**src/include/cmp_skip_defines.svh**
```systemverilog
// Behaviour
// - Compare-and-skip-if-equal skips the next instruction when both registers match, moving the program counter on by 2 or 3 in 1, 2 or 3 cycles.
// - Register compares form destination minus source, keep no difference and change only the zero, negative, overflow, carry and half-carry flags.
// - Compare-with-carry subtracts the source and the present carry from the destination for the flags alone, in one cycle.
// - Compare-with-immediate subtracts a constant from the destination, sets the five arithmetic flags, keeps the register and takes one cycle.
// - Skip-if-register-bit-clear skips the next instruction when the chosen register bit is 0, moving the program counter on by 2 or 3.
// - Skip-if-register-bit-set skips the next instruction when the chosen register bit is 1, taking 1, 2 or 3 cycles.
// - Skip-if-io-bit-clear skips the next instruction when the chosen I/O register bit is 0, moving the program counter on by 2 or 3.
// - Skip-if-io-bit-set skips the next instruction when the chosen I/O register bit is 1, taking 1, 2 or 3 cycles.
// - Branch-on-status-flag-set loads the program counter with itself plus offset plus one when the chosen flag is 1, else goes on in sequence.
// - Bit-test skips and the flag branch leave every status flag as it was.
`ifndef CMP_SKIP_DEFINES_SVH
`define CMP_SKIP_DEFINES_SVH

`define DATA_WIDTH      8
`define PC_WIDTH        16
`define OFFSET_WIDTH    7
`define SEL_WIDTH       3

`define FLAG_C          0
`define FLAG_Z          1
`define FLAG_N          2
`define FLAG_V          3
`define FLAG_S          4
`define FLAG_H          5

`define PC_STEP_NORMAL  16'h0001
`define PC_STEP_SKIP1   16'h0002
`define PC_STEP_SKIP2   16'h0003
`define EXTRA_SKIP1     2'h1
`define EXTRA_SKIP2     2'h2
`define EXTRA_BRANCH    2'h1
`define EXTRA_NONE      2'h0

`define PC_RESET        16'h0000
`define FLAGS_RESET     8'h00

`endif

```
**src/include/cmp_skip_pkg.sv**
```systemverilog
`include "cmp_skip_defines.svh"
package cmp_skip_pkg;

	typedef enum logic [3:0] {
		OP_NONE,
		OP_COMPARE_SKIP_IF_EQUAL,
		OP_COMPARE_REGISTERS,
		OP_COMPARE_WITH_CARRY,
		OP_COMPARE_WITH_IMMEDIATE,
		OP_SKIP_IF_REGISTER_BIT_CLEAR,
		OP_SKIP_IF_REGISTER_BIT_SET,
		OP_SKIP_IF_IO_BIT_CLEAR,
		OP_SKIP_IF_IO_BIT_SET,
		OP_BRANCH_ON_STATUS_FLAG_SET
	} op_type;

	typedef struct packed {
		op_type                       op;
		logic [`DATA_WIDTH-1:0]       dst;
		logic [`DATA_WIDTH-1:0]       src;
		logic [`DATA_WIDTH-1:0]       io_value;
		logic [`SEL_WIDTH-1:0]        bit_sel;
		logic [`SEL_WIDTH-1:0]        flag_sel;
		logic [`OFFSET_WIDTH-1:0]     offset;
		logic                         next_two_words;
		logic [`PC_WIDTH-1:0]         pc;
		logic [`DATA_WIDTH-1:0]       flags;
	} exec_req_type;

	typedef struct packed {
		logic [`PC_WIDTH-1:0]         pc_next;
		logic [`DATA_WIDTH-1:0]       flags;
		logic                         flags_we;
		logic                         skipped;
		logic                         branched;
	} exec_res_type;

	typedef enum logic {
		ST_IDLE,
		ST_STALL
	} seq_state_type;

endpackage

```
**src/rtl/compare_skip_branch_exec.sv**
```systemverilog
`timescale 1ns/1ps
`include "cmp_skip_defines.svh"
module compare_skip_branch_exec (
	input  wire logic                       core_clk,
	input  wire logic                       resetn,
	input  wire logic                       req_valid,
	input  wire cmp_skip_pkg::exec_req_type req,
	output logic                            req_ready,
	output logic                            res_valid,
	output cmp_skip_pkg::exec_res_type      res
);

	// Operand selection
	wire cmp_skip_pkg::op_type      op;
	wire logic [`DATA_WIDTH-1:0]    dst;
	wire logic [`DATA_WIDTH-1:0]    src;
	wire logic [`DATA_WIDTH-1:0]    flags_in;
	wire logic                      carry_in;
	wire logic [`DATA_WIDTH:0]      diff_wide;
	wire logic [`DATA_WIDTH-1:0]    diff;

	assign op       = req.op;
	assign dst      = req.dst;
	assign src      = req.src;
	assign flags_in = req.flags;
	assign carry_in = (op == cmp_skip_pkg::OP_COMPARE_WITH_CARRY) ?
		flags_in[`FLAG_C] : 1'b0;

	// Difference only feeds the flags, never a register
	assign diff_wide = {1'b0, dst} - {1'b0, src} -
		{{`DATA_WIDTH{1'b0}}, carry_in};
	assign diff = diff_wide[`DATA_WIDTH-1:0];

	// Subtract flag terms
	wire logic  d7;
	wire logic  s7;
	wire logic  r7;
	wire logic  d3;
	wire logic  s3;
	wire logic  r3;
	wire logic  half_borrow;
	wire logic  borrow;
	wire logic  overflow;
	wire logic  negative;
	wire logic  diff_zero;
	wire logic  zero_flag;

	assign d7 = dst[`DATA_WIDTH-1];
	assign s7 = src[`DATA_WIDTH-1];
	assign r7 = diff[`DATA_WIDTH-1];
	assign d3 = dst[3];
	assign s3 = src[3];
	assign r3 = diff[3];

	assign half_borrow = (~d3 & s3) | (s3 & r3) | (r3 & ~d3);
	assign borrow      = (~d7 & s7) | (s7 & r7) | (r7 & ~d7);
	assign overflow    = (d7 & ~s7 & ~r7) | (~d7 & s7 & r7);
	assign negative    = r7;
	assign diff_zero   = (diff == {`DATA_WIDTH{1'b0}});
	// Chained compares keep zero only while every byte matched
	assign zero_flag   = (op == cmp_skip_pkg::OP_COMPARE_WITH_CARRY) ?
		(diff_zero & flags_in[`FLAG_Z]) : diff_zero;

	// Only five flags move; sign and the top bits stay put
	wire logic [`DATA_WIDTH-1:0]    flags_cmp;
	assign flags_cmp = {
		flags_in[7:6],
		half_borrow,
		flags_in[`FLAG_S],
		overflow,
		negative,
		zero_flag,
		borrow
	};

	// Op class decode
	wire logic  is_compare;
	wire logic  is_equal_skip;
	wire logic  is_reg_clr;
	wire logic  is_reg_set;
	wire logic  is_io_clr;
	wire logic  is_io_set;
	wire logic  is_branch;

	assign is_compare =
		(op == cmp_skip_pkg::OP_COMPARE_REGISTERS) |
		(op == cmp_skip_pkg::OP_COMPARE_WITH_CARRY) |
		(op == cmp_skip_pkg::OP_COMPARE_WITH_IMMEDIATE);
	assign is_equal_skip = (op == cmp_skip_pkg::OP_COMPARE_SKIP_IF_EQUAL);
	assign is_reg_clr = (op == cmp_skip_pkg::OP_SKIP_IF_REGISTER_BIT_CLEAR);
	assign is_reg_set = (op == cmp_skip_pkg::OP_SKIP_IF_REGISTER_BIT_SET);
	assign is_io_clr  = (op == cmp_skip_pkg::OP_SKIP_IF_IO_BIT_CLEAR);
	assign is_io_set  = (op == cmp_skip_pkg::OP_SKIP_IF_IO_BIT_SET);
	assign is_branch  = (op == cmp_skip_pkg::OP_BRANCH_ON_STATUS_FLAG_SET);

	// Tested bits
	wire logic  reg_bit;
	wire logic  io_bit;
	wire logic  flag_bit;

	assign reg_bit  = src[req.bit_sel];
	assign io_bit   = req.io_value[req.bit_sel];
	assign flag_bit = flags_in[req.flag_sel];

	wire logic  skip_hit;
	assign skip_hit =
		(is_equal_skip & (dst == src)) |
		(is_reg_clr & ~reg_bit) |
		(is_reg_set & reg_bit) |
		(is_io_clr & ~io_bit) |
		(is_io_set & io_bit);

	wire logic  branch_hit;
	assign branch_hit = is_branch & flag_bit;

	// Program counter target
	wire logic [`PC_WIDTH-1:0]  offset_ext;
	wire logic [`PC_WIDTH-1:0]  skip_step;
	wire logic [`PC_WIDTH-1:0]  pc_step;
	wire logic [`PC_WIDTH-1:0]  pc_target;

	assign offset_ext = {
		{(`PC_WIDTH-`OFFSET_WIDTH){req.offset[`OFFSET_WIDTH-1]}},
		req.offset
	};
	assign skip_step = req.next_two_words ?
		`PC_STEP_SKIP2 : `PC_STEP_SKIP1;
	assign pc_step = skip_hit ? skip_step :
		branch_hit ? (offset_ext + `PC_STEP_NORMAL) :
		`PC_STEP_NORMAL;
	assign pc_target = req.pc + pc_step;

	// Extra cycles beyond the first
	wire logic [1:0]    extra;
	assign extra = skip_hit ?
		(req.next_two_words ? `EXTRA_SKIP2 : `EXTRA_SKIP1) :
		branch_hit ? `EXTRA_BRANCH : `EXTRA_NONE;

	// Skips and the branch hand the flags back untouched
	wire cmp_skip_pkg::exec_res_type    res_calc;
	assign res_calc.pc_next  = pc_target;
	assign res_calc.flags    = is_compare ? flags_cmp : flags_in;
	assign res_calc.flags_we = is_compare;
	assign res_calc.skipped  = skip_hit;
	assign res_calc.branched = branch_hit;

	// Sequencer
	cmp_skip_pkg::seq_state_type    state_reg;
	cmp_skip_pkg::seq_state_type    state_next;
	logic [1:0]                     count_reg;
	logic [1:0]                     count_next;
	logic                           done_next;
	logic                           ready_reg;
	logic                           done_reg;
	cmp_skip_pkg::exec_res_type     res_reg;

	wire logic  accept;
	wire logic  known_op;
	assign known_op = is_compare | is_equal_skip | is_reg_clr | is_reg_set |
		is_io_clr | is_io_set | is_branch;
	// Unknown ops are swallowed so a stray strobe cannot wedge the core
	assign accept = req_valid & ready_reg & known_op;

	always_comb begin
		state_next = state_reg;
		count_next = count_reg;
		done_next  = 1'b0;
		case (state_reg)
			cmp_skip_pkg::ST_IDLE: begin
				if (accept) begin
					if (extra == `EXTRA_NONE) begin
						done_next = 1'b1;
					end else begin
						state_next = cmp_skip_pkg::ST_STALL;
						count_next = extra;
					end
				end
			end
			cmp_skip_pkg::ST_STALL: begin
				count_next = count_reg - 2'h1;
				if (count_reg == 2'h1) begin
					done_next  = 1'b1;
					state_next = cmp_skip_pkg::ST_IDLE;
				end
			end
			default: begin
				state_next = cmp_skip_pkg::ST_IDLE;
				count_next = 2'h0;
			end
		endcase
	end

	wire cmp_skip_pkg::exec_res_type    res_hold;
	assign res_hold = accept ? res_calc : res_reg;

	always_ff @(posedge core_clk or negedge resetn) begin
		if (!resetn) begin
			state_reg <= cmp_skip_pkg::ST_IDLE;
			count_reg <= 2'h0;
			done_reg  <= 1'b0;
			ready_reg <= 1'b1;
			res_reg   <= '{`PC_RESET, `FLAGS_RESET, 1'b0, 1'b0, 1'b0};
		end else begin
			state_reg <= state_next;
			count_reg <= count_next;
			done_reg  <= done_next;
			ready_reg <= (state_next == cmp_skip_pkg::ST_IDLE);
			res_reg   <= res_hold;
		end
	end

	assign req_ready = ready_reg;
	assign res_valid = done_reg;
	assign res       = res_reg;

endmodule

```
**config.mk**
```make
export PLATFORM = sky130hd
export DESIGN_NAME = compare_skip_branch_exec
export DESIGN_NICKNAME = d
export VERILOG_FILES = /design/src/include/cmp_skip_pkg.sv /design/src/rtl/compare_skip_branch_exec.sv
export VERILOG_INCLUDE_DIRS = /design/src /design/src/include
export SDC_FILE = /design/constraint.sdc
export NUM_CORES = 1
export LEC_CHECK = 0
export ABC_CLOCK_PERIOD_IN_PS = 3400
export BUFFER_PORTS_ARGS = -buffer_cell sky130_fd_sc_hd__clkbuf_2
export CAP_MARGIN = 10
export CELL_PAD_IN_SITES_DETAIL_PLACEMENT = 1
export CELL_PAD_IN_SITES_GLOBAL_PLACEMENT = 1
export CORE_UTILIZATION = 35
export DETAILED_ROUTE_END_ITERATION = 10
export PLACE_DENSITY_LB_ADDON = 0.12
export SYNTH_ARGS = -nofsm -noshare
export SYNTH_HDL_FRONTEND = slang
export SYNTH_SLANG_ARGS = --single-unit
```
**constraint.sdc**
```tcl
create_clock -name core_clk -period 3.4 [get_ports core_clk]
set_input_delay 0.34 -clock core_clk [delete_from_list [all_inputs] [get_ports core_clk]]
set_output_delay 0.34 -clock core_clk [all_outputs]
set_load 0.05 [all_outputs]
```
==> qor.csv, run 1 <==
metric;value;unit
status;finished, violations left;
failed_checks;negative setup slack;
switching_power;1.188;mW
cts_root_buffer;clkbuf_8;
synthTopCellsByCount;nand2_1, inv_1, dfrtp_1;
grt.total_usage;0.2269;
synth_xor_area_frac;0.07110;
place_ws;-0.5270;ns
min_period;3.507;ns
seq_area_frac_synth;0.2713;
ios;98;
hold_buffers;0;
synth_edf_count;0;
drt_iter0_drc;79;
die_w;93.91;um
firstDrtPassIters;4;
critical_path_class;input pin to flop;
synthSimpleGateAreaFrac;0.1972;
syn-mean-instance-area;8.399;um2
synth_top_family_by_area;compound AO/OA/AOI/OAI gates;
routed_wl;9414;um
vias;3111;
wl_per_cell;15.88;um
dieArea;8819;um2
p_leak;2.021;nW
clock_path_buffers;2;
drv_slew;0;
irDropWorstVdd;0.3906;mV
area_growth;38.09;%
use_met3;0.03883;
die_h;93.91;um
post-route-drc-count;0;
syn-cell-area;2957;um2
startpoint_type;input pin;
grt_pass1_vias;3158;
yosys.area_share.adder;0.1176;
busiest_layer;met2;
cts_buffers;5;
r2r_cells;5;
cp_max_fo;4;
setup_viol;3;
swShare;0.5085;
met2_usage;0.3863;
ant_nets;0;
routabilityCongestion;0.8339;
r2r_slack;1.39;ns
synth_area_leader_cell;dfrtp_1;
setup_slack;-0.1067;ns
syn-instance-count;352;
p_per_area;572.4;nW/um2
cts_tree;built;
worstPathArrival;3.68;ns
netlist.area_leader.share;0.2624;
clk_pin_slew;0.07;ns
hp-class;input pin to async pin;
port_buffers;97;
n_antenna_cell;0;
start_util;0.3616;
vias_per_cell;5.246;
yosysWarnings;0;
yosysMostFrequentCell;nand2_1;
worstPathRequired;3.57;ns
min_period_over_period;1.031;
p_int;1.149;mW
synth_area_leaders;dfrtp_1, ha_1, nand2_1;
grt_pass1_wl;15350;um
grt-ovfl-total;0;
rr_endpoint;count_reg[1]$_DFFE_PN0P_;
fmax;285.2;MHz
yosys_most_used_dff;dfrtp_1;
clock_sinks;32;
row_count;33;
coreArea;8175;um2
endpoint_kind;flop;
cap_violations;0;
syn-num-nets;447;
ys_types;61;
cts_max_level;2;
largest_reg_flops;27;
nets;582;
grt_antenna_before_repair;0;
finClkSkew;0.004077;ns
worstReg2RegStart;req_ready$_DFF_PN1_;
dp_hpwl;7645;um
synth-seq-cells;32;
synthMuxAreaShare;0.06475;
clkLatencyLatePin;0.29;ns
grt_max_degree;33;
synth_compound_area_frac;0.2171;
finalPower;2.337;mW
final-hold-violation-count;0;
combPwrFrac;0.558;
max_slew.worst_pin.slew;0.8510;ns
drive_gt1_frac;0.3709;
grtUsageMet1;0.3005;
sequentialPowerShare;0.283;
async_flop_share;1.000;
slew_headroom;0.4326;
power_frac_clock;0.159;
rsz0062_at_grt;true;
==> critical path, stage by stage <==
cell,delay [ns]
clkbuf_16,0.12
mux4_2,0.50
mux2i_2,0.20
mux2_4,0.33
a211oi_4,0.32
nor2_2,0.06
a21oi_2,0.13
ha_2,0.22
fa_2,0.22
a21oi_2,0.07
o211ai_1,0.32
nand2_1,0.15
buf_4,0.17
buf_6,0.11
mux2i_1,0.18
xnor2_1,0.16
o21ai_1,0.08
==> metrics by stage <==
step | util | instances | setup TNS, ns | hold WS [ns] | cell area [um2]
6_report | 0.4994 | 593 | -0.2215 | 0.1413 | 4083
3_5_place_dp | 0.4625 | 574 | -3.331 | 0.4663 | 3781
3_3_place_gp | 0.4625 | 574 | -1.835 | 0.4595 | 3781
2_1_floorplan | - | 352 | -0.1199 | 0.04441 | 2980
4_1_cts | 0.4901 | 589 | -0.1592 | 0.1792 | 4006
5_1_grt | 0.4994 | 593 | -0.8016 | 0.2083 | 4083
==> logic make-up after synthesis <==
kind of cell | Yosys count
buffers and inverters | 48
AND/OR/NAND/NOR | 124
AO/OA/AOI/OAI | 87
multiplexers | 11
XOR/XNOR | 24
adder cells (fa/ha/maj) | 26
flip-flops | 32
==> routing by layer <==
layer	vias to the layer above	wire length, um
li1	1527	-
met1	1496	4381
met2	81	4494
met3	7	470
met4	0	67
met5	-	0
==> how the worst max path moves through the flow <==
stage / startpoint / end / depth (start not counted)
4_1_cts: req[36] / res[25]$_DFFE_PN0P_ / 15
2_1_floorplan: req[36] / res[25]$_DFFE_PN0P_ / 14
3_3_place_gp: req[36] / res[25]$_DFFE_PN0P_ / 15
3_5_place_dp: req[36] / res[25]$_DFFE_PN0P_ / 15
5_1_grt: req[36] / res[19]$_DFFE_PN0P_ / 17
6_report: req[36] / res[19]$_DFFE_PN0P_ / 17
==> power groups by stage <==
stage / Clock (mW) / Combinational (mW) / Sequential [mW]
after floorplan: 0 / 0.409 / 1.17
after global placement: 0 / 1.25 / 0.661
after detailed placement: 0 / 1.28 / 0.668
after CTS: 0.381 / 1.30 / 0.665
after global routing: 0.394 / 1.42 / 0.686
final: 0.371 / 1.30 / 0.661
==> timing repair <==
action / in CTS / in global routing
gates resized for setup: 16 / 9
pin swaps: 13 / 16
endpoints found under the setup margin: 7 / 9
setup buffers: 8 / 6
==> cell type report <==
class	instances	area, um2
Fill cell	1007	4093
Clock inverter	2	35.03
Timing Repair Buffer	137	813.3
Tap cell	105	131.4
Sequential cell	32	802.0
Clock buffer	6	72.57
Inverter	39	146.4
Multi-Input combinational cell	272	2082
==> cell usage in the layout, fill, tap and decap left out, types with 7 or more instances in the layout <==
cell	count
buf_4	38
a21o_1	7
dfrtp_1	31
nand4_1	7
inv_1	39
a21oi_1	13
nand3_1	12
o21ai_0	17
clkbuf_2	96
xor2_1	11
nor2_1	24
nand2_1	50
xnor2_1	13
ha_1	21
Power figures use the tool's default switching activity.
==> run 2: changes to the inputs <==
- PLACE_DENSITY: default -> 0.78
- PLACE_DENSITY_LB_ADDON: 0.12 -> default
==> run 2 against run 1 <==
Clock skew grew 0.0095 ns. Routed wire length grew 0.25%. Largest cell class unchanged. Clock-buffer cell count shrank 1. Maximum frequency is essentially flat. Sequential power grew 0.8%. Combinational power is essentially flat. The run ends with design-rule violations, negative setup slack left.
==> qor.csv, run 2 (synthesized netlist as in run 1, its figures left out) <==
metric;value;unit;change
area_growth;35.89;%;
cp_max_fo;4;;unchanged
start_util;0.3616;;unchanged
irDropWorstVdd;0.3955;mV;+1.2%
slew_headroom;0.4343;;+0.001634
grt_pass1_vias;3061;;-3.1%
port_buffers;97;;unchanged
routabilityCongestion;0.8462;;+1.5%
wl_met2;4501;um;+0.16%
p_per_area;565.3;nW/um2;-1.2%
combPwrFrac;0.569;;+0.011
post-route-drc-count;2;;+2
nets;573;;-1.5%
setup_viol;2;;-1
r2r_cells;4;;-1
rr_endpoint;count_reg[0]$_DFFE_PN0P_;;
finalPower;2.271;mW;-2.8%
clk_pin_slew;0.08;ns;about the same
drive_gt1_frac;0.3612;;-0.009733
vias_per_cell;5.324;;+1.5%
grt.total_usage;0.2133;;-0.01363
critical_path_class;input pin to flop;;
coreArea;8175;um2;unchanged
row_count;33;;unchanged
cts_tree;built;;
layout_common_cells;clkbuf_2, nand2_1, inv_1;;
min_period_over_period;1.032;;about the same
drt_iter0_drc;82;;+3.8%
die_w;93.91;um;unchanged
startpoint_type;input pin;;
clock_sinks;32;;unchanged
vias;3109;;-0.064%
max_slew.worst_pin.slew;0.8486;ns;-0.002452 ns
worstPathRequired;3.61;ns;+0.04 ns
r2r_slack;1.68;ns;+0.29 ns
grt_antenna_before_repair;0;;unchanged
cap_violations;0;;unchanged
ios;98;;unchanged
clock_path_buffers;2;;unchanged
grt-ovfl-total;0;;unchanged
ant_nets;0;;unchanged
setup_slack;-0.1086;ns;-0.001900 ns
routed_wl;9438;um;+0.25%
fmax;285.0;MHz;about the same
routed-wl-met3;354;um;-25%
dp_hpwl;7320;um;-4.3%
worstReg2RegStart;req_ready$_DFF_PN1_;;
layout_commonest_cell;clkbuf_2;;
rsz0062_at_grt;true;;
finClkSkew;0.01356;ns;+0.009484 ns
power_frac_clock;0.138;;-0.021
wl_per_cell;16.16;um;+1.8%
p_leak;1.955;nW;-3.3%
hold_buffers;0;;unchanged
dieArea;8819;um2;unchanged
utilization;0.4914;;-0.007959
p_int;1.065;mW;-7.3%
worstPathArrival;3.71;ns;+0.03 ns
grt_max_degree;51;;+55%
cts_root_buffer;clkbuf_8;;
wirelength_met1;4451;um;+1.6%
largest_reg_flops;27;;unchanged
switching_power;1.206;mW;+1.5%
cts_buffers;5;;unchanged
endpoint_kind;flop;;
firstDrtPassIters;7;;+3
swShare;0.5311;;+0.02260
n_antenna_cell;0;;unchanged
die_h;93.91;um;unchanged
failed_checks;design-rule violations, negative setup slack;;
highest_layer;met4;;
grt_pass1_wl;14700;um;-4.2%
drv_slew;0;;unchanged
hp-class;input pin to async pin;;
cts_max_level;2;;unchanged
clkLatencyLatePin;0.30;ns;about the same
final-hold-violation-count;0;;unchanged
min_period;3.509;ns;+0.001900 ns
critPathSlowestCell;mux4_2;;
slowest_delay;0.51;ns;about the same
worstPathCellList;clkbuf_16, mux4_2, mux2i_2, mux2_4, a211oi_4, nand2_2, fa_2, a21oi_2, o211ai_1, buf_4, a2111oi_4, nand2_1, and3_4, o31ai_2;;
status;finished, violations left;;
sequentialPowerShare;0.293;;+0.010
## run 2: cell types whose count changed in the layout (fill, tap and decap cells not counted), moves of 2 or more
cell        before  now
buf_4           38   30
clkinvlp_4       0    2
o21ai_0         17   20
o21ai_1          4    1
## run 2: metal layers
metal  track usage  up-vias
li1              -     1514
met1        0.2858     1479
met2        0.3619      104
met3       0.02994       12
met4       0.04744        0
met5             0        -
## run 2: how the worst max path moves through the flow
stage,start,to,slack [ns]
after floorplan,req[36],res[25]$_DFFE_PN0P_,-0.08
after global placement,req[36],res[25]$_DFFE_PN0P_,-0.33
after detailed placement,req[36],res[25]$_DFFE_PN0P_,-0.54
after CTS,req[36],res[25]$_DFFE_PN0P_,-0.12
after global routing,req[36],res[25]$_DFFE_PN0P_,-0.23
final,req[36],res[25]$_DFFE_PN0P_,-0.11
## run 2: worst max-delay path: cells and delay by family
kind | cells | cell delay (ns)
AO/OA/AOI/OAI | 5 | 1.12
multiplexers | 3 | 1.03
AND/OR/NAND/NOR | 3 | 0.52
adder cells (fa/ha/maj) | 1 | 0.39
buffers and inverters | 2 | 0.30
## run 2: area by class of cell
class                           count  area [um2]
Inverter                           39       146.4
Multi-Input combinational cell    272        2103
Tap cell                          105       131.4
Timing Repair Buffer              128       742.0
Clock inverter                      3       23.77
Clock buffer                        5       68.82
Sequential cell                    32       802.0
Fill cell                        1012        4158
## run 2: power groups by stage
| stage | combinational, mW | clock [mW] | sequential, mW |
|---|---|---|---|
| final | 1.29 | 0.312 | 0.666 |
| after global routing | 1.39 | 0.332 | 0.687 |
| after CTS | 1.28 | 0.321 | 0.669 |
| after detailed placement | 1.27 | 0 | 0.674 |
| after global placement | 1.24 | 0 | 0.666 |
| after floorplan | 0.409 | 0 | 1.17 |
## run 2: stage by stage
step / setup TNS (ns) / worst slack [ns] / area (um2) / instances / hold slack [ns]
2_1_floorplan: -0.1199 / -0.08224 / 2980 / 352 / 0.04441
3_3_place_gp: -1.997 / -0.3349 / 3759 / 571 / 0.4589
3_5_place_dp: -3.413 / -0.5379 / 3759 / 571 / 0.4704
4_1_cts: -0.1962 / -0.1194 / 3929 / 583 / 0.1601
5_1_grt: -0.7034 / -0.2339 / 4018 / 584 / 0.1878
6_report: -0.1284 / -0.1086 / 4018 / 584 / 0.1325
## run 2: timing repair
action / in CTS / in global routing
pin swaps: 5 / 12
buffers inserted: 4 / 1
gates resized for setup: 10 / 13
setup endpoints to repair: 6 / 8
